===== src/logic/telegram_defines.svh =====
// Constants of the telegram field formatter and status block.
// Assumes a 50 MHz clock; included by the formatter module telegram_field_format_status.
`ifndef TELEGRAM_DEFINES_SVH
`define TELEGRAM_DEFINES_SVH

// ****************************************
// Field descriptors
// ****************************************
`define TFS_CHECK_ID      5'd24
`define TFS_DEF_WIDTH     5'd3
`define TFS_DEF_DEC       2'd0
`define TFS_DEF_FMT       2'd0
`define TFS_NP_WIDTH      3'd1
`define TFS_NP_DEC        3'd2
`define TFS_NP_FMT_NUM    3'd3
`define TFS_NP_FMT_INT    3'd2

// ****************************************
// Characters
// ****************************************
`define TFS_CH_ZERO       8'h30
`define TFS_CH_HEXOFS     8'h37
`define TFS_CH_DOT        8'h2e
`define TFS_CH_PLUS       8'h2b
`define TFS_CH_MINUS      8'h2d

// ****************************************
// Timing
// ****************************************
`define TFS_CLK_PERIOD_NS 20
`define TFS_TICK_MS       1000
`define TFS_TICK_CYCLES   (`TFS_TICK_MS * 1000000 / `TFS_CLK_PERIOD_NS)
`define TFS_NOVAL_S       10
`define TFS_FAULT_S       60
`define TFS_AVG_LONG_S    10

// ****************************************
// Extended and short status layout
// ****************************************
`define TFS_ST_MALF       0
`define TFS_ST_CRIT       1
`define TFS_ST_HEAT       2
`define TFS_ST_STATIC     4
`define TFS_ST_FILL       8
`define TFS_SH_FILL       1
`define TFS_SH_STATIC     5
`define TFS_SH_CRIT       6
`define TFS_SH_HEAT       7
`define TFS_FILL_STEPS    16

// ****************************************
// Sizes
// ****************************************
`define TFS_FIFO_DEPTH    16
`define TFS_HIST_DEPTH    64
`define TFS_WMAX          16

`endif


===== src/logic/telegram_pkg.sv =====
// Types shared by the telegram field formatter modules.
// Assumes telegram_defines.svh is on the include path.
package telegram_pkg;

  typedef enum logic [1:0] {
    FMT_UDEC,
    FMT_SDEC,
    FMT_UHEX,
    FMT_SHEX
  } num_fmt_t;

  typedef enum logic [1:0] {
    ST_IDLE,
    ST_CHECK,
    ST_BUILD,
    ST_EMIT
  } fmt_state_t;

endpackage


===== src/logic/char_stream_if.sv =====
// Character stream with valid and ready between design modules.
// Assumes source and sink share mclk_i.
`timescale 1ns/1ps
interface char_stream_if #(
  parameter int WIDTH = 8
);
  logic [WIDTH-1:0] data;
  logic             valid;
  logic             ready;

  modport src (output data, output valid, input ready);
  modport snk (input data, input valid, output ready);
endinterface


===== src/logic/char_fifo.sv =====
// Synchronous FIFO for the outgoing telegram characters.
// Assumes one clock and an asynchronous active-low reset.
`timescale 1ns/1ps
module char_fifo #(
  parameter int WIDTH = 8,
  parameter int DEPTH = 16
) (
  // Clock and reset
  input  wire logic    mclk_i,
  input  wire logic    rst_b_i,
  // Streams
  char_stream_if.snk   in_s,
  char_stream_if.src   out_s
);
  localparam int AW = $clog2(DEPTH);

  logic [WIDTH-1:0] mem_reg [DEPTH];
  logic [AW-1:0]    wr_reg;
  logic [AW-1:0]    rd_reg;
  logic [AW:0]      cnt_reg;
  logic             push;
  logic             pop;

  assign in_s.ready  = (cnt_reg != (AW+1)'(DEPTH));
  assign out_s.valid = (cnt_reg != '0);
  assign out_s.data  = mem_reg[rd_reg];
  assign push        = in_s.valid && in_s.ready;
  assign pop         = out_s.valid && out_s.ready;

  always_ff @(posedge mclk_i) begin
    if (push) begin
      mem_reg[wr_reg] <= in_s.data;
    end
  end

  always_ff @(posedge mclk_i or negedge rst_b_i) begin
    if (!rst_b_i) begin
      wr_reg  <= '0;
      rd_reg  <= '0;
      cnt_reg <= '0;
    end else begin
      if (push) begin
        wr_reg <= (wr_reg == AW'(DEPTH - 1)) ? '0 : wr_reg + 1'b1;
      end
      if (pop) begin
        rd_reg <= (rd_reg == AW'(DEPTH - 1)) ? '0 : rd_reg + 1'b1;
      end
      cnt_reg <= cnt_reg + (AW+1)'(push) - (AW+1)'(pop);
    end
  end
endmodule


===== src/logic/telegram_field_format_status.sv =====
// Telegram field formatter, check total and extended status word.
// Assumes all inputs come from logic on mclk_i; the host drains out_*.
`timescale 1ns/1ps
`include "telegram_defines.svh"

module telegram_field_format_status
  import telegram_pkg::*;
#(
  parameter int TICK_CYCLES = `TFS_TICK_CYCLES,
  parameter int IDXW        = 8,
  parameter int HIST_DEPTH  = `TFS_HIST_DEPTH,
  parameter int FIFO_DEPTH  = `TFS_FIFO_DEPTH,
  parameter int WMAX        = `TFS_WMAX,
  parameter int FILLW       = 16
) (
  // Clock and reset
  input  wire logic              mclk_i,
  input  wire logic              rst_b_i,
  // Field request
  input  wire logic              fld_valid_i,
  output logic                   fld_ready_o,
  input  wire logic [4:0]        fld_id_i,
  input  wire logic              fld_is_number_i,
  input  wire logic [2:0]        fld_nparams_i,
  input  wire logic [31:0]       fld_value_i,
  input  wire logic [4:0]        fld_width_i,
  input  wire logic [1:0]        fld_dec_i,
  input  wire logic [1:0]        fld_fmt_i,
  input  wire logic [IDXW-1:0]   fld_first_i,
  input  wire logic [IDXW-1:0]   fld_last_i,
  // Fixed text characters
  input  wire logic              tel_start_i,
  input  wire logic              text_valid_i,
  output logic                   text_ready_o,
  input  wire logic [7:0]        text_data_i,
  // Telegram character output
  output logic                   out_valid_o,
  input  wire logic              out_ready_i,
  output logic [7:0]             out_data_o,
  output logic [IDXW-1:0]        char_count_o,
  // Status sources
  input  wire logic              new_value_i,
  input  wire logic [FILLW-1:0]  avg_time_s_i,
  input  wire logic [FILLW-1:0]  fill_count_i,
  input  wire logic [FILLW-1:0]  fill_cap_i,
  input  wire logic              heat_crit_i,
  input  wire logic              heater_on_i,
  input  wire logic              fault_i,
  // Status words
  output logic [15:0]            ext_status_o,
  output logic [7:0]             short_status_o
);

  // ****************************************
  // Declarations
  // ****************************************
  localparam int WW  = $clog2(WMAX) + 1;
  localparam int BW  = $clog2(WMAX);
  localparam int HAW = $clog2(HIST_DEPTH);
  localparam int FW4 = FILLW + 4;
  localparam int TW  = $clog2(TICK_CYCLES + 1);

  fmt_state_t       st_reg;
  logic [31:0]      val_reg;
  logic             neg_reg;
  logic [WW-1:0]    w_reg;
  logic [1:0]       dec_reg;
  num_fmt_t         fmt_reg;
  logic [WW-1:0]    pos_reg;
  logic [7:0]       buf_reg [WMAX];
  logic [7:0]       xor_reg;
  logic [IDXW-1:0]  ci_reg;
  logic [IDXW-1:0]  last_reg;
  logic [7:0]       hist_reg [HIST_DEPTH];
  logic [IDXW-1:0]  wr_idx_reg;

  logic             is_chk;
  logic [4:0]       req_w;
  logic [WW-1:0]    w_next;
  logic [1:0]       dec_next;
  logic [1:0]       fmt_next;
  logic             req_neg;
  logic [31:0]      req_mag;
  logic [31:0]      val_next;
  logic [3:0]       dig;
  logic [7:0]       ch;
  logic [BW-1:0]    bidx;
  logic             signed_fmt;
  logic             hex_fmt;

  logic             push_valid;
  logic             push_ready;
  logic [7:0]       push_data;
  logic             push;

  logic [TW-1:0]    cyc_reg;
  logic             tick;
  logic [3:0]       noval_s_reg;
  logic [6:0]       fault_s_reg;
  logic             malf;
  logic             stat_flt;
  logic [3:0]       fill_code;
  logic [15:0]      ext_next;

  // ****************************************
  // Output FIFO
  // ****************************************
  char_stream_if #(.WIDTH(8)) fin_s ();
  char_stream_if #(.WIDTH(8)) fout_s ();

  assign fin_s.valid   = push_valid;
  assign fin_s.data    = push_data;
  assign push_ready    = fin_s.ready;
  assign out_valid_o   = fout_s.valid;
  assign out_data_o    = fout_s.data;
  assign fout_s.ready  = out_ready_i;

  char_fifo #(
    .WIDTH (8),
    .DEPTH (FIFO_DEPTH)
  ) u_fifo (
    .mclk_i  (mclk_i),
    .rst_b_i (rst_b_i),
    .in_s    (fin_s),
    .out_s   (fout_s)
  );

  // ****************************************
  // Request decode
  // ****************************************
  function automatic logic [31:0] round_dec(input logic [31:0] m, input logic [1:0] d);
    logic [31:0] r;
    r = m;
    case (d)
      2'd0:    r = (m + 32'd500) / 32'd1000;
      2'd1:    r = (m + 32'd50) / 32'd100;
      2'd2:    r = (m + 32'd5) / 32'd10;
      default: r = m;
    endcase
    return r;
  endfunction

  assign is_chk  = (fld_id_i == `TFS_CHECK_ID);
  assign req_w   = (fld_nparams_i >= `TFS_NP_WIDTH) ? fld_width_i : `TFS_DEF_WIDTH;
  assign req_neg = fld_value_i[31];
  assign req_mag = req_neg ? (~fld_value_i + 32'd1) : fld_value_i;

  always_comb begin
    w_next = WW'(req_w);
    if (req_w == 5'd0) begin
      w_next = WW'(1);
    end else if ({27'd0, req_w} > WMAX) begin
      w_next = WW'(WMAX);
    end
    if (fld_is_number_i && !is_chk) begin
      dec_next = (fld_nparams_i >= `TFS_NP_DEC) ? fld_dec_i : `TFS_DEF_DEC;
      fmt_next = (fld_nparams_i >= `TFS_NP_FMT_NUM) ? fld_fmt_i : `TFS_DEF_FMT;
      val_next = round_dec(req_mag, dec_next);
    end else begin
      dec_next = 2'd0;
      fmt_next = (fld_nparams_i >= `TFS_NP_FMT_INT) ? fld_fmt_i : `TFS_DEF_FMT;
      val_next = req_mag;
    end
  end

  // ****************************************
  // Character builder
  // ****************************************
  assign signed_fmt = (fmt_reg == FMT_SDEC) || (fmt_reg == FMT_SHEX);
  assign hex_fmt    = (fmt_reg == FMT_UHEX) || (fmt_reg == FMT_SHEX);
  assign dig        = hex_fmt ? val_reg[3:0] : 4'(val_reg % 32'd10);
  assign bidx       = BW'(w_reg - pos_reg - WW'(1));

  always_comb begin
    if (signed_fmt && (pos_reg == w_reg - WW'(1))) begin
      ch = neg_reg ? `TFS_CH_MINUS : `TFS_CH_PLUS;
    end else if ((dec_reg != 2'd0) && (pos_reg == WW'(dec_reg))) begin
      ch = `TFS_CH_DOT;
    end else if (dig < 4'd10) begin
      ch = `TFS_CH_ZERO + {4'h0, dig};
    end else begin
      ch = `TFS_CH_HEXOFS + {4'h0, dig};
    end
  end

  // ****************************************
  // Character path into the FIFO
  // ****************************************
  assign fld_ready_o  = (st_reg == ST_IDLE);
  assign text_ready_o = (st_reg == ST_IDLE) && !fld_valid_i && push_ready;

  always_comb begin
    if (st_reg == ST_EMIT) begin
      push_valid = 1'b1;
      push_data  = buf_reg[pos_reg[BW-1:0]];
    end else begin
      push_valid = (st_reg == ST_IDLE) && !fld_valid_i && text_valid_i;
      push_data  = text_data_i;
    end
  end

  assign push = push_valid && push_ready;

  // ****************************************
  // Field state machine
  // ****************************************
  always_ff @(posedge mclk_i or negedge rst_b_i) begin
    if (!rst_b_i) begin
      st_reg   <= ST_IDLE;
      val_reg  <= '0;
      neg_reg  <= 1'b0;
      w_reg    <= '0;
      dec_reg  <= '0;
      fmt_reg  <= FMT_UDEC;
      pos_reg  <= '0;
      xor_reg  <= '0;
      ci_reg   <= '0;
      last_reg <= '0;
    end else begin
      case (st_reg)
        ST_IDLE: begin
          if (fld_valid_i) begin
            w_reg   <= w_next;
            dec_reg <= dec_next;
            fmt_reg <= num_fmt_t'(fmt_next);
            pos_reg <= '0;
            if (is_chk) begin
              xor_reg  <= '0;
              ci_reg   <= fld_first_i;
              last_reg <= fld_last_i;
              neg_reg  <= 1'b0;
              st_reg   <= ST_CHECK;
            end else begin
              val_reg <= val_next;
              neg_reg <= req_neg && (val_next != 32'd0);
              st_reg  <= ST_BUILD;
            end
          end
        end
        ST_CHECK: begin
          if ((ci_reg >= last_reg) || (ci_reg >= wr_idx_reg)) begin
            val_reg <= {24'd0, xor_reg};
            st_reg  <= ST_BUILD;
          end else begin
            xor_reg <= xor_reg ^ hist_reg[ci_reg[HAW-1:0]];
            ci_reg  <= ci_reg + 1'b1;
          end
        end
        ST_BUILD: begin
          if (!(signed_fmt && (pos_reg == w_reg - WW'(1))) &&
              !((dec_reg != 2'd0) && (pos_reg == WW'(dec_reg)))) begin
            val_reg <= hex_fmt ? (val_reg >> 4) : (val_reg / 32'd10);
          end
          if (pos_reg == w_reg - WW'(1)) begin
            pos_reg <= '0;
            st_reg  <= ST_EMIT;
          end else begin
            pos_reg <= pos_reg + WW'(1);
          end
        end
        ST_EMIT: begin
          if (push_ready) begin
            if (pos_reg == w_reg - WW'(1)) begin
              pos_reg <= '0;
              st_reg  <= ST_IDLE;
            end else begin
              pos_reg <= pos_reg + WW'(1);
            end
          end
        end
        default: begin
          st_reg <= ST_IDLE;
        end
      endcase
    end
  end

  // Field characters, right to left
  always_ff @(posedge mclk_i) begin
    if (st_reg == ST_BUILD) begin
      buf_reg[bidx] <= ch;
    end
  end

  // ****************************************
  // Telegram history for the check total
  // ****************************************
  always_ff @(posedge mclk_i) begin
    if (push) begin
      if (tel_start_i) begin
        hist_reg[0] <= push_data;
      end else if (wr_idx_reg < IDXW'(HIST_DEPTH)) begin
        hist_reg[wr_idx_reg[HAW-1:0]] <= push_data;
      end
    end
  end

  always_ff @(posedge mclk_i or negedge rst_b_i) begin
    if (!rst_b_i) begin
      wr_idx_reg <= '0;
    end else if (tel_start_i) begin
      wr_idx_reg <= push ? IDXW'(1) : '0;
    end else if (push && (wr_idx_reg < IDXW'(HIST_DEPTH))) begin
      wr_idx_reg <= wr_idx_reg + 1'b1;
    end
  end

  assign char_count_o = wr_idx_reg;

  // ****************************************
  // One-second tick
  // ****************************************
  always_ff @(posedge mclk_i or negedge rst_b_i) begin
    if (!rst_b_i) begin
      cyc_reg <= '0;
    end else if (cyc_reg == TW'(TICK_CYCLES - 1)) begin
      cyc_reg <= '0;
    end else begin
      cyc_reg <= cyc_reg + 1'b1;
    end
  end

  assign tick = (cyc_reg == TW'(TICK_CYCLES - 1));

  // ****************************************
  // Malfunction timers
  // ****************************************
  always_ff @(posedge mclk_i or negedge rst_b_i) begin
    if (!rst_b_i) begin
      noval_s_reg <= '0;
    end else if (new_value_i) begin
      noval_s_reg <= '0;
    end else if (tick && (noval_s_reg < 4'(`TFS_NOVAL_S))) begin
      noval_s_reg <= noval_s_reg + 1'b1;
    end
  end

  always_ff @(posedge mclk_i or negedge rst_b_i) begin
    if (!rst_b_i) begin
      fault_s_reg <= '0;
    end else if (!fault_i) begin
      fault_s_reg <= '0;
    end else if (tick && (fault_s_reg <= 7'(`TFS_FAULT_S))) begin
      fault_s_reg <= fault_s_reg + 1'b1;
    end
  end

  always_comb begin
    if (avg_time_s_i < FILLW'(`TFS_AVG_LONG_S)) begin
      malf = (noval_s_reg >= 4'(`TFS_NOVAL_S));
    end else begin
      malf = ({fill_count_i, 1'b0} < {1'b0, avg_time_s_i});
    end
  end

  assign stat_flt = (fault_s_reg > 7'(`TFS_FAULT_S));

  // ****************************************
  // Fill level code
  // ****************************************
  always_comb begin
    fill_code = 4'd0;
    for (int k = 1; k < `TFS_FILL_STEPS; k++) begin
      if (({fill_count_i, 4'h0}) > ({4'h0, fill_cap_i} * FW4'(k))) begin
        fill_code = fill_code + 4'd1;
      end
    end
  end

  // ****************************************
  // Status words
  // ****************************************
  always_comb begin
    ext_next                          = 16'h0000;
    ext_next[`TFS_ST_MALF]            = malf;
    ext_next[`TFS_ST_CRIT]            = heat_crit_i;
    ext_next[`TFS_ST_HEAT]            = heater_on_i;
    ext_next[`TFS_ST_STATIC]          = stat_flt;
    ext_next[`TFS_ST_FILL +: 4]       = fill_code;
  end

  always_ff @(posedge mclk_i or negedge rst_b_i) begin
    if (!rst_b_i) begin
      ext_status_o   <= 16'h0000;
      short_status_o <= 8'h00;
    end else begin
      ext_status_o                    <= ext_next;
      short_status_o                  <= 8'h00;
      short_status_o[0]               <= ext_next[`TFS_ST_MALF];
      short_status_o[`TFS_SH_FILL +: 3] <= fill_code[3:1];
      short_status_o[`TFS_SH_STATIC]  <= ext_next[`TFS_ST_STATIC];
      short_status_o[`TFS_SH_CRIT]    <= ext_next[`TFS_ST_CRIT];
      short_status_o[`TFS_SH_HEAT]    <= ext_next[`TFS_ST_HEAT];
    end
  end

endmodule


===== config.mk =====
export PLATFORM = sky130hd
export DESIGN_NAME = telegram_field_format_status
export DESIGN_NICKNAME = d
export VERILOG_FILES = /design/src/logic/telegram_pkg.sv /design/src/logic/char_stream_if.sv /design/src/logic/char_fifo.sv /design/src/logic/telegram_field_format_status.sv
export VERILOG_INCLUDE_DIRS = /design/src /design/src/logic
export SDC_FILE = /design/constraint.sdc
export NUM_CORES = 2
export LEC_CHECK = 0
export BUFFER_PORTS_ARGS = -buffer_cell sky130_fd_sc_hd__buf_4
export CAP_MARGIN = 15
export CORE_MARGIN = 5
export CORE_UTILIZATION = 53
export CTS_BUF_LIST = sky130_fd_sc_hd__clkbuf_8 sky130_fd_sc_hd__clkbuf_16
export CTS_CLUSTER_SIZE = 10
export DETAILED_ROUTE_END_ITERATION = 7
export PLACE_DENSITY = 0.83
export SYNTH_ARGS = -nofsm -noshare
export SYNTH_HDL_FRONTEND = slang
export SYNTH_SLANG_ARGS = --single-unit
export TNS_END_PERCENT = 50

===== constraint.sdc =====
create_clock -name mclk_i -period 17.9 [get_ports mclk_i]
set_input_delay 3.58 -clock mclk_i [delete_from_list [all_inputs] [get_ports mclk_i]]
set_output_delay 3.58 -clock mclk_i [all_outputs]
set_load 0.005 [all_outputs]

==> results of run 1 <==
==> through the flow <==
stage	instances	hold slack, ns	cell area, µm²	setup slack [ns]
2_1_floorplan	10380	0.4376	95120	-12.59
3_3_place_gp	15740	0.4572	121900	-14.89
3_5_place_dp	15740	0.5117	121900	-15.21
4_1_cts	16070	0.5259	128100	-12.84
==> routing by layer <==
| layer | track usage [%] | overflow |
|---|---|---|
| met1 | 61.79 | 64 |
| met2 | 80.24 | 212 |
| met3 | 35.73 | 56 |
| met4 | 49.02 | 118 |
| met5 | 22.69 | 8 |
==> repair_timing <==
action                     in CTS
setup endpoints to repair     128
resized for setup             417
gates cloned                    2
pin swaps                     150
buffers inserted              160
==> cells by family after synthesis <==
kind of cell / Yosys count / share of synthesized area, %
and+or+nand+nor: 3779 / 21.10
AOI/OAI and AO/OA: 2910 / 21.99
xor gates and xnor gates: 940 / 8.973
DFF: 891 / 27.86
buffers and inverters: 882 / 4.326
adders and majority gates: 547 / 7.884
muxes: 421 / 7.865
other: 1 / 0.004009
==> results.json, run 1 <==
{
  "yosysTopAreaCellShare_pct": 24.14,
  "synth_warnings": 0,
  "synthFlopType": "edfxtp_1",
  "yosys.cell_types.count": 180,
  "grt_pass1_vias": 121100,
  "io_pins": 175,
  "synth_seq_area_share_pct": 27.86,
  "error_line": "[ERROR GRT-0116] Global routing finished with congestion. Check the congestion regions in the DRC Viewer.",
  "avgSynthCellArea_um2": 9.019,
  "place.gp.congestion": 1.041,
  "fp.dieW_um": 430.1,
  "yosys-top-cells-area": "edfxtp_1 (24%), xnor2_1 (6.4%), ha_1 (6.1%)",
  "yosysTopAreaCell": "edfxtp_1",
  "grt_max_degree": 81,
  "grt.total_usage_pct": 58.57,
  "grt_overflow_total": 458,
  "ys_top_cells_by_count": "nor2_1 (891), nand2_1 (826), edfxtp_1 (752)",
  "numCtsBuffers": 99,
  "yosysMostFrequentCell": "nor2_1",
  "htreeDepth": 3,
  "cts_root_buffer": "clkbuf_16",
  "cts_hold_buf": 0,
  "grt_pass1_wl_um": 813200,
  "clock-sinks": 891,
  "synth_seq_cells": 891,
  "num_rows": 154,
  "die_height_um": 430.1,
  "clockBufferDepth": 3,
  "syn_inst": 10370,
  "status": "aborted with a tool error",
  "syn-cell-area_um2": 93540,
  "start_util_pct": 53.17,
  "stop_stage": "global routing",
  "dp_hpwl_um": 325900,
  "synth-edff-count": 752,
  "portBuffers": 165,
  "synthArstFlopShare_pct": 15.60
}
==> run 2, diff against run 1 <==
Settings changed: CORE_UTILIZATION 53 to 38, CTS_BUF_LIST sky130_fd_sc_hd__clkbuf_8 sky130_fd_sc_hd__clkbuf_16 to default, CTS_CLUSTER_SIZE 10 to default, PLACE_DENSITY 0.83 to default, PLACE_DENSITY_LB_ADDON from default to 0.15.
Clock period 17.9 ns to 23.3 ns, I/O delays scaled along.
==> results.json, run 2 <==
{
  "synth-simple-area-share_pct": 21.10,
  "synth_fa_ha_area_share_pct": 7.884,
  "crit_fanout": 10,
  "ff_latch_area_um2": 26080,
  "route.detailed.drc": 0,
  "yosys-top-cells-area": "edfxtp_1 (24%), xnor2_1 (6.4%), ha_1 (6.1%)",
  "syn-cell-area_um2": 93540,
  "yosysTopAreaCellShare_pct": 24.14,
  "synthMuxAreaShare_pct": 7.865,
  "rsz0062_at_grt": "yes",
  "synthFlopType": "edfxtp_1",
  "timing.final.crit_share_pct": 138.3,
  "cts_tree": "yes",
  "final_cell_mix": "buf_4 (3498), nor2_1 (867), nand2_1 (818), edfxtp_1 (752), xnor2_1 (631)",
  "cp_common_cell": "buf_4",
  "grt_max_degree": 104,
  "yosysMostFrequentCell": "nor2_1",
  "dieArea_um2": 256200,
  "drv_slew": 0,
  "grt_overflow_total": 0,
  "crit_path_max_incr_delay_ns": 0.66,
  "place.gp.congestion": 0.9804,
  "cp.required_ns": 23.81,
  "synth_seq_cells": 891,
  "yosys.cell_types.count": 180,
  "dpl.cell_count": 16540,
  "critPathKind": "in2reg",
  "die_height_um": 506.1,
  "fmax_mhz": 31.03,
  "crit_path_end_kind": "register",
  "fin_worst_skew_ns": 0.02748,
  "coreArea_um2": 245500,
  "grt.total_usage_pct": 28.56,
  "vias": 97780,
  "synthArstFlopShare_pct": 15.60,
  "numCtsBuffers": 91,
  "syn_inst": 10370,
  "hold_class": "reg2reg",
  "finalHoldViolCount": 0,
  "finalCriticalPeriod_ns": 32.23,
  "area_growth_pct": 38.97,
  "firstDrtPassIters": 7,
  "portBuffers": 165,
  "cts_root_buffer": "clkbuf_16",
  "grt_pass1_vias": 96700,
  "drtIter0Drc": 8078,
  "synth_warnings": 0,
  "dp_hpwl_um": 303800,
  "htreeDepth": 3,
  "violations": "setup timing",
  "num_rows": 182,
  "drive_gt1_share_pct": 36.43,
  "fill_cells": 22700,
  "viasPerCell": 5.790,
  "clk_pin_slew_ns": 0.07,
  "finalWorstSetupSlack_ns": -8.932,
  "max-cap-violations": 0,
  "synth_top_family_by_area": "compound AO/OA/AOI/OAI gates",
  "largest_reg_flops": 512,
  "drt-wirelength-per-cell_um": 22.67,
  "tightest_slew_ns": 1.232,
  "yosysTopAreaCell": "edfxtp_1",
  "instances_no_fill": 16890,
  "arrival_ns": 32.74,
  "synth_xor_area_share_pct": 8.973,
  "clock-sinks": 891,
  "clockBufferDepth": 3,
  "multi_input_area_um2": 67900,
  "avgSynthCellArea_um2": 9.019,
  "status": "complete, but fails checks",
  "ys_top_cells_by_count": "nor2_1 (891), nand2_1 (826), edfxtp_1 (752)",
  "synth_compound_area_share_pct": 21.99,
  "wl_um": 382900,
  "final_common_cell": "buf_4",
  "nets": 14250,
  "crit_path_top_delay_cell": "or4_4",
  "drtAntennaViolNets": 0,
  "start_kind": "input pin",
  "clk_latency_ns": 0.67,
  "io_pins": 175,
  "antenna_found_initial": 21,
  "setup_viol": 11,
  "relSlewSlack_pct": 17.28,
  "synth-edff-count": 752,
  "fp.dieW_um": 506.1,
  "synth_seq_area_share_pct": 27.86,
  "start_util_pct": 38.11,
  "grt_pass1_wl_um": 582000
}
-- run 2: per-stage QoR --
step	setup slack, ns	hold WS (ns)	util, %	setup TNS (ns)	instance area [µm²]
2_1_floorplan	-8.274	0.4376	-	-47.73	95110
3_3_place_gp	-11.11	0.4610	49.91	-76.53	122500
3_5_place_dp	-11.14	0.4789	49.91	-80.06	122500
4_1_cts	-8.638	0.4887	52.47	-51.98	128800
5_1_grt	-10.17	0.5038	52.95	-67.69	130000
6_report	-8.932	0.4779	52.95	-56.11	130000
-- run 2: worst max-delay path: cells and delay by family --
| kind | cells | cell delay [ns] |
|---|---|---|
| and+or+nand+nor | 44 | 13.15 |
| xor gates and xnor gates | 5 | 0.76 |
| buffers and inverters | 23 | 4.07 |
| muxes | 5 | 1.22 |
| AOI/OAI and AO/OA | 41 | 8.77 |
-- run 2: logic make-up after synthesis --
group | count (synthesis)
other cells | 1
buf+inv | 882
fa+ha+maj | 547
flops | 891
mux | 421
compound gates | 2910
simple gates | 3779
xor+xnor | 940
-- run 2: worst paths after layout --
| path | startpoint | endpoint | slack, ns | depth (start not counted) |
|---|---|---|---|---|
| worst max-delay path | fld_value_i[4] | neg_reg | -8.93 | 118 |
| worst max register to register | val_reg[29] | buf_reg[15][6] | 1.97 | 91 |
| worst min register to register | cyc_reg[4] | cyc_reg[4] | 0.48 | 1 |
| worst min-delay path | cyc_reg[4] | cyc_reg[4] | 0.48 | 1 |
| max in group asynchronous | rst_b_i | pos_reg[0] | 17.67 | 2 |
| min in group asynchronous | rst_b_i | fault_s_reg[6] | 4.07 | 1 |
-- run 2: routing by layer --
metal	global-route usage [%]	wire length (µm)	part of all wire (%)	vias up
li1	-	-	-	46070
met2	47.53	178300	47	3023
met3	2.414	21150	5.5	480
met4	7.356	11610	3.0	4
met5	0	27	0.0071	-
met1	40.11	171900	45	48200
-- run 2: layout make-up --
class                           instances  share of cell area [%]
Antenna cell                            8                 0.01540
Clock buffer                          129                   1.993
Clock inverter                         41                  0.3686
Inverter                              416                   1.205
Multi-Input combinational cell       8607                   52.23
Sequential cell                       891                   20.06
Tap cell                             3220                   3.099
Timing Repair Buffer                 3577                   21.03
-- run 2: what timing repair did --
item | 4_1_cts | 5_1_grt
buffers inserted | 135 | 32
endpoints found under the setup margin | 12 | 28
cloned | 2 | 0
pin swaps | 174 | 67
hold buffers | 0 | 0
gates resized for setup | 421 | 159
Power of run 2 is left out: the tool's default activity adds up to more than one toggle a clock period on the data nets, which glitch-free logic cannot reach.
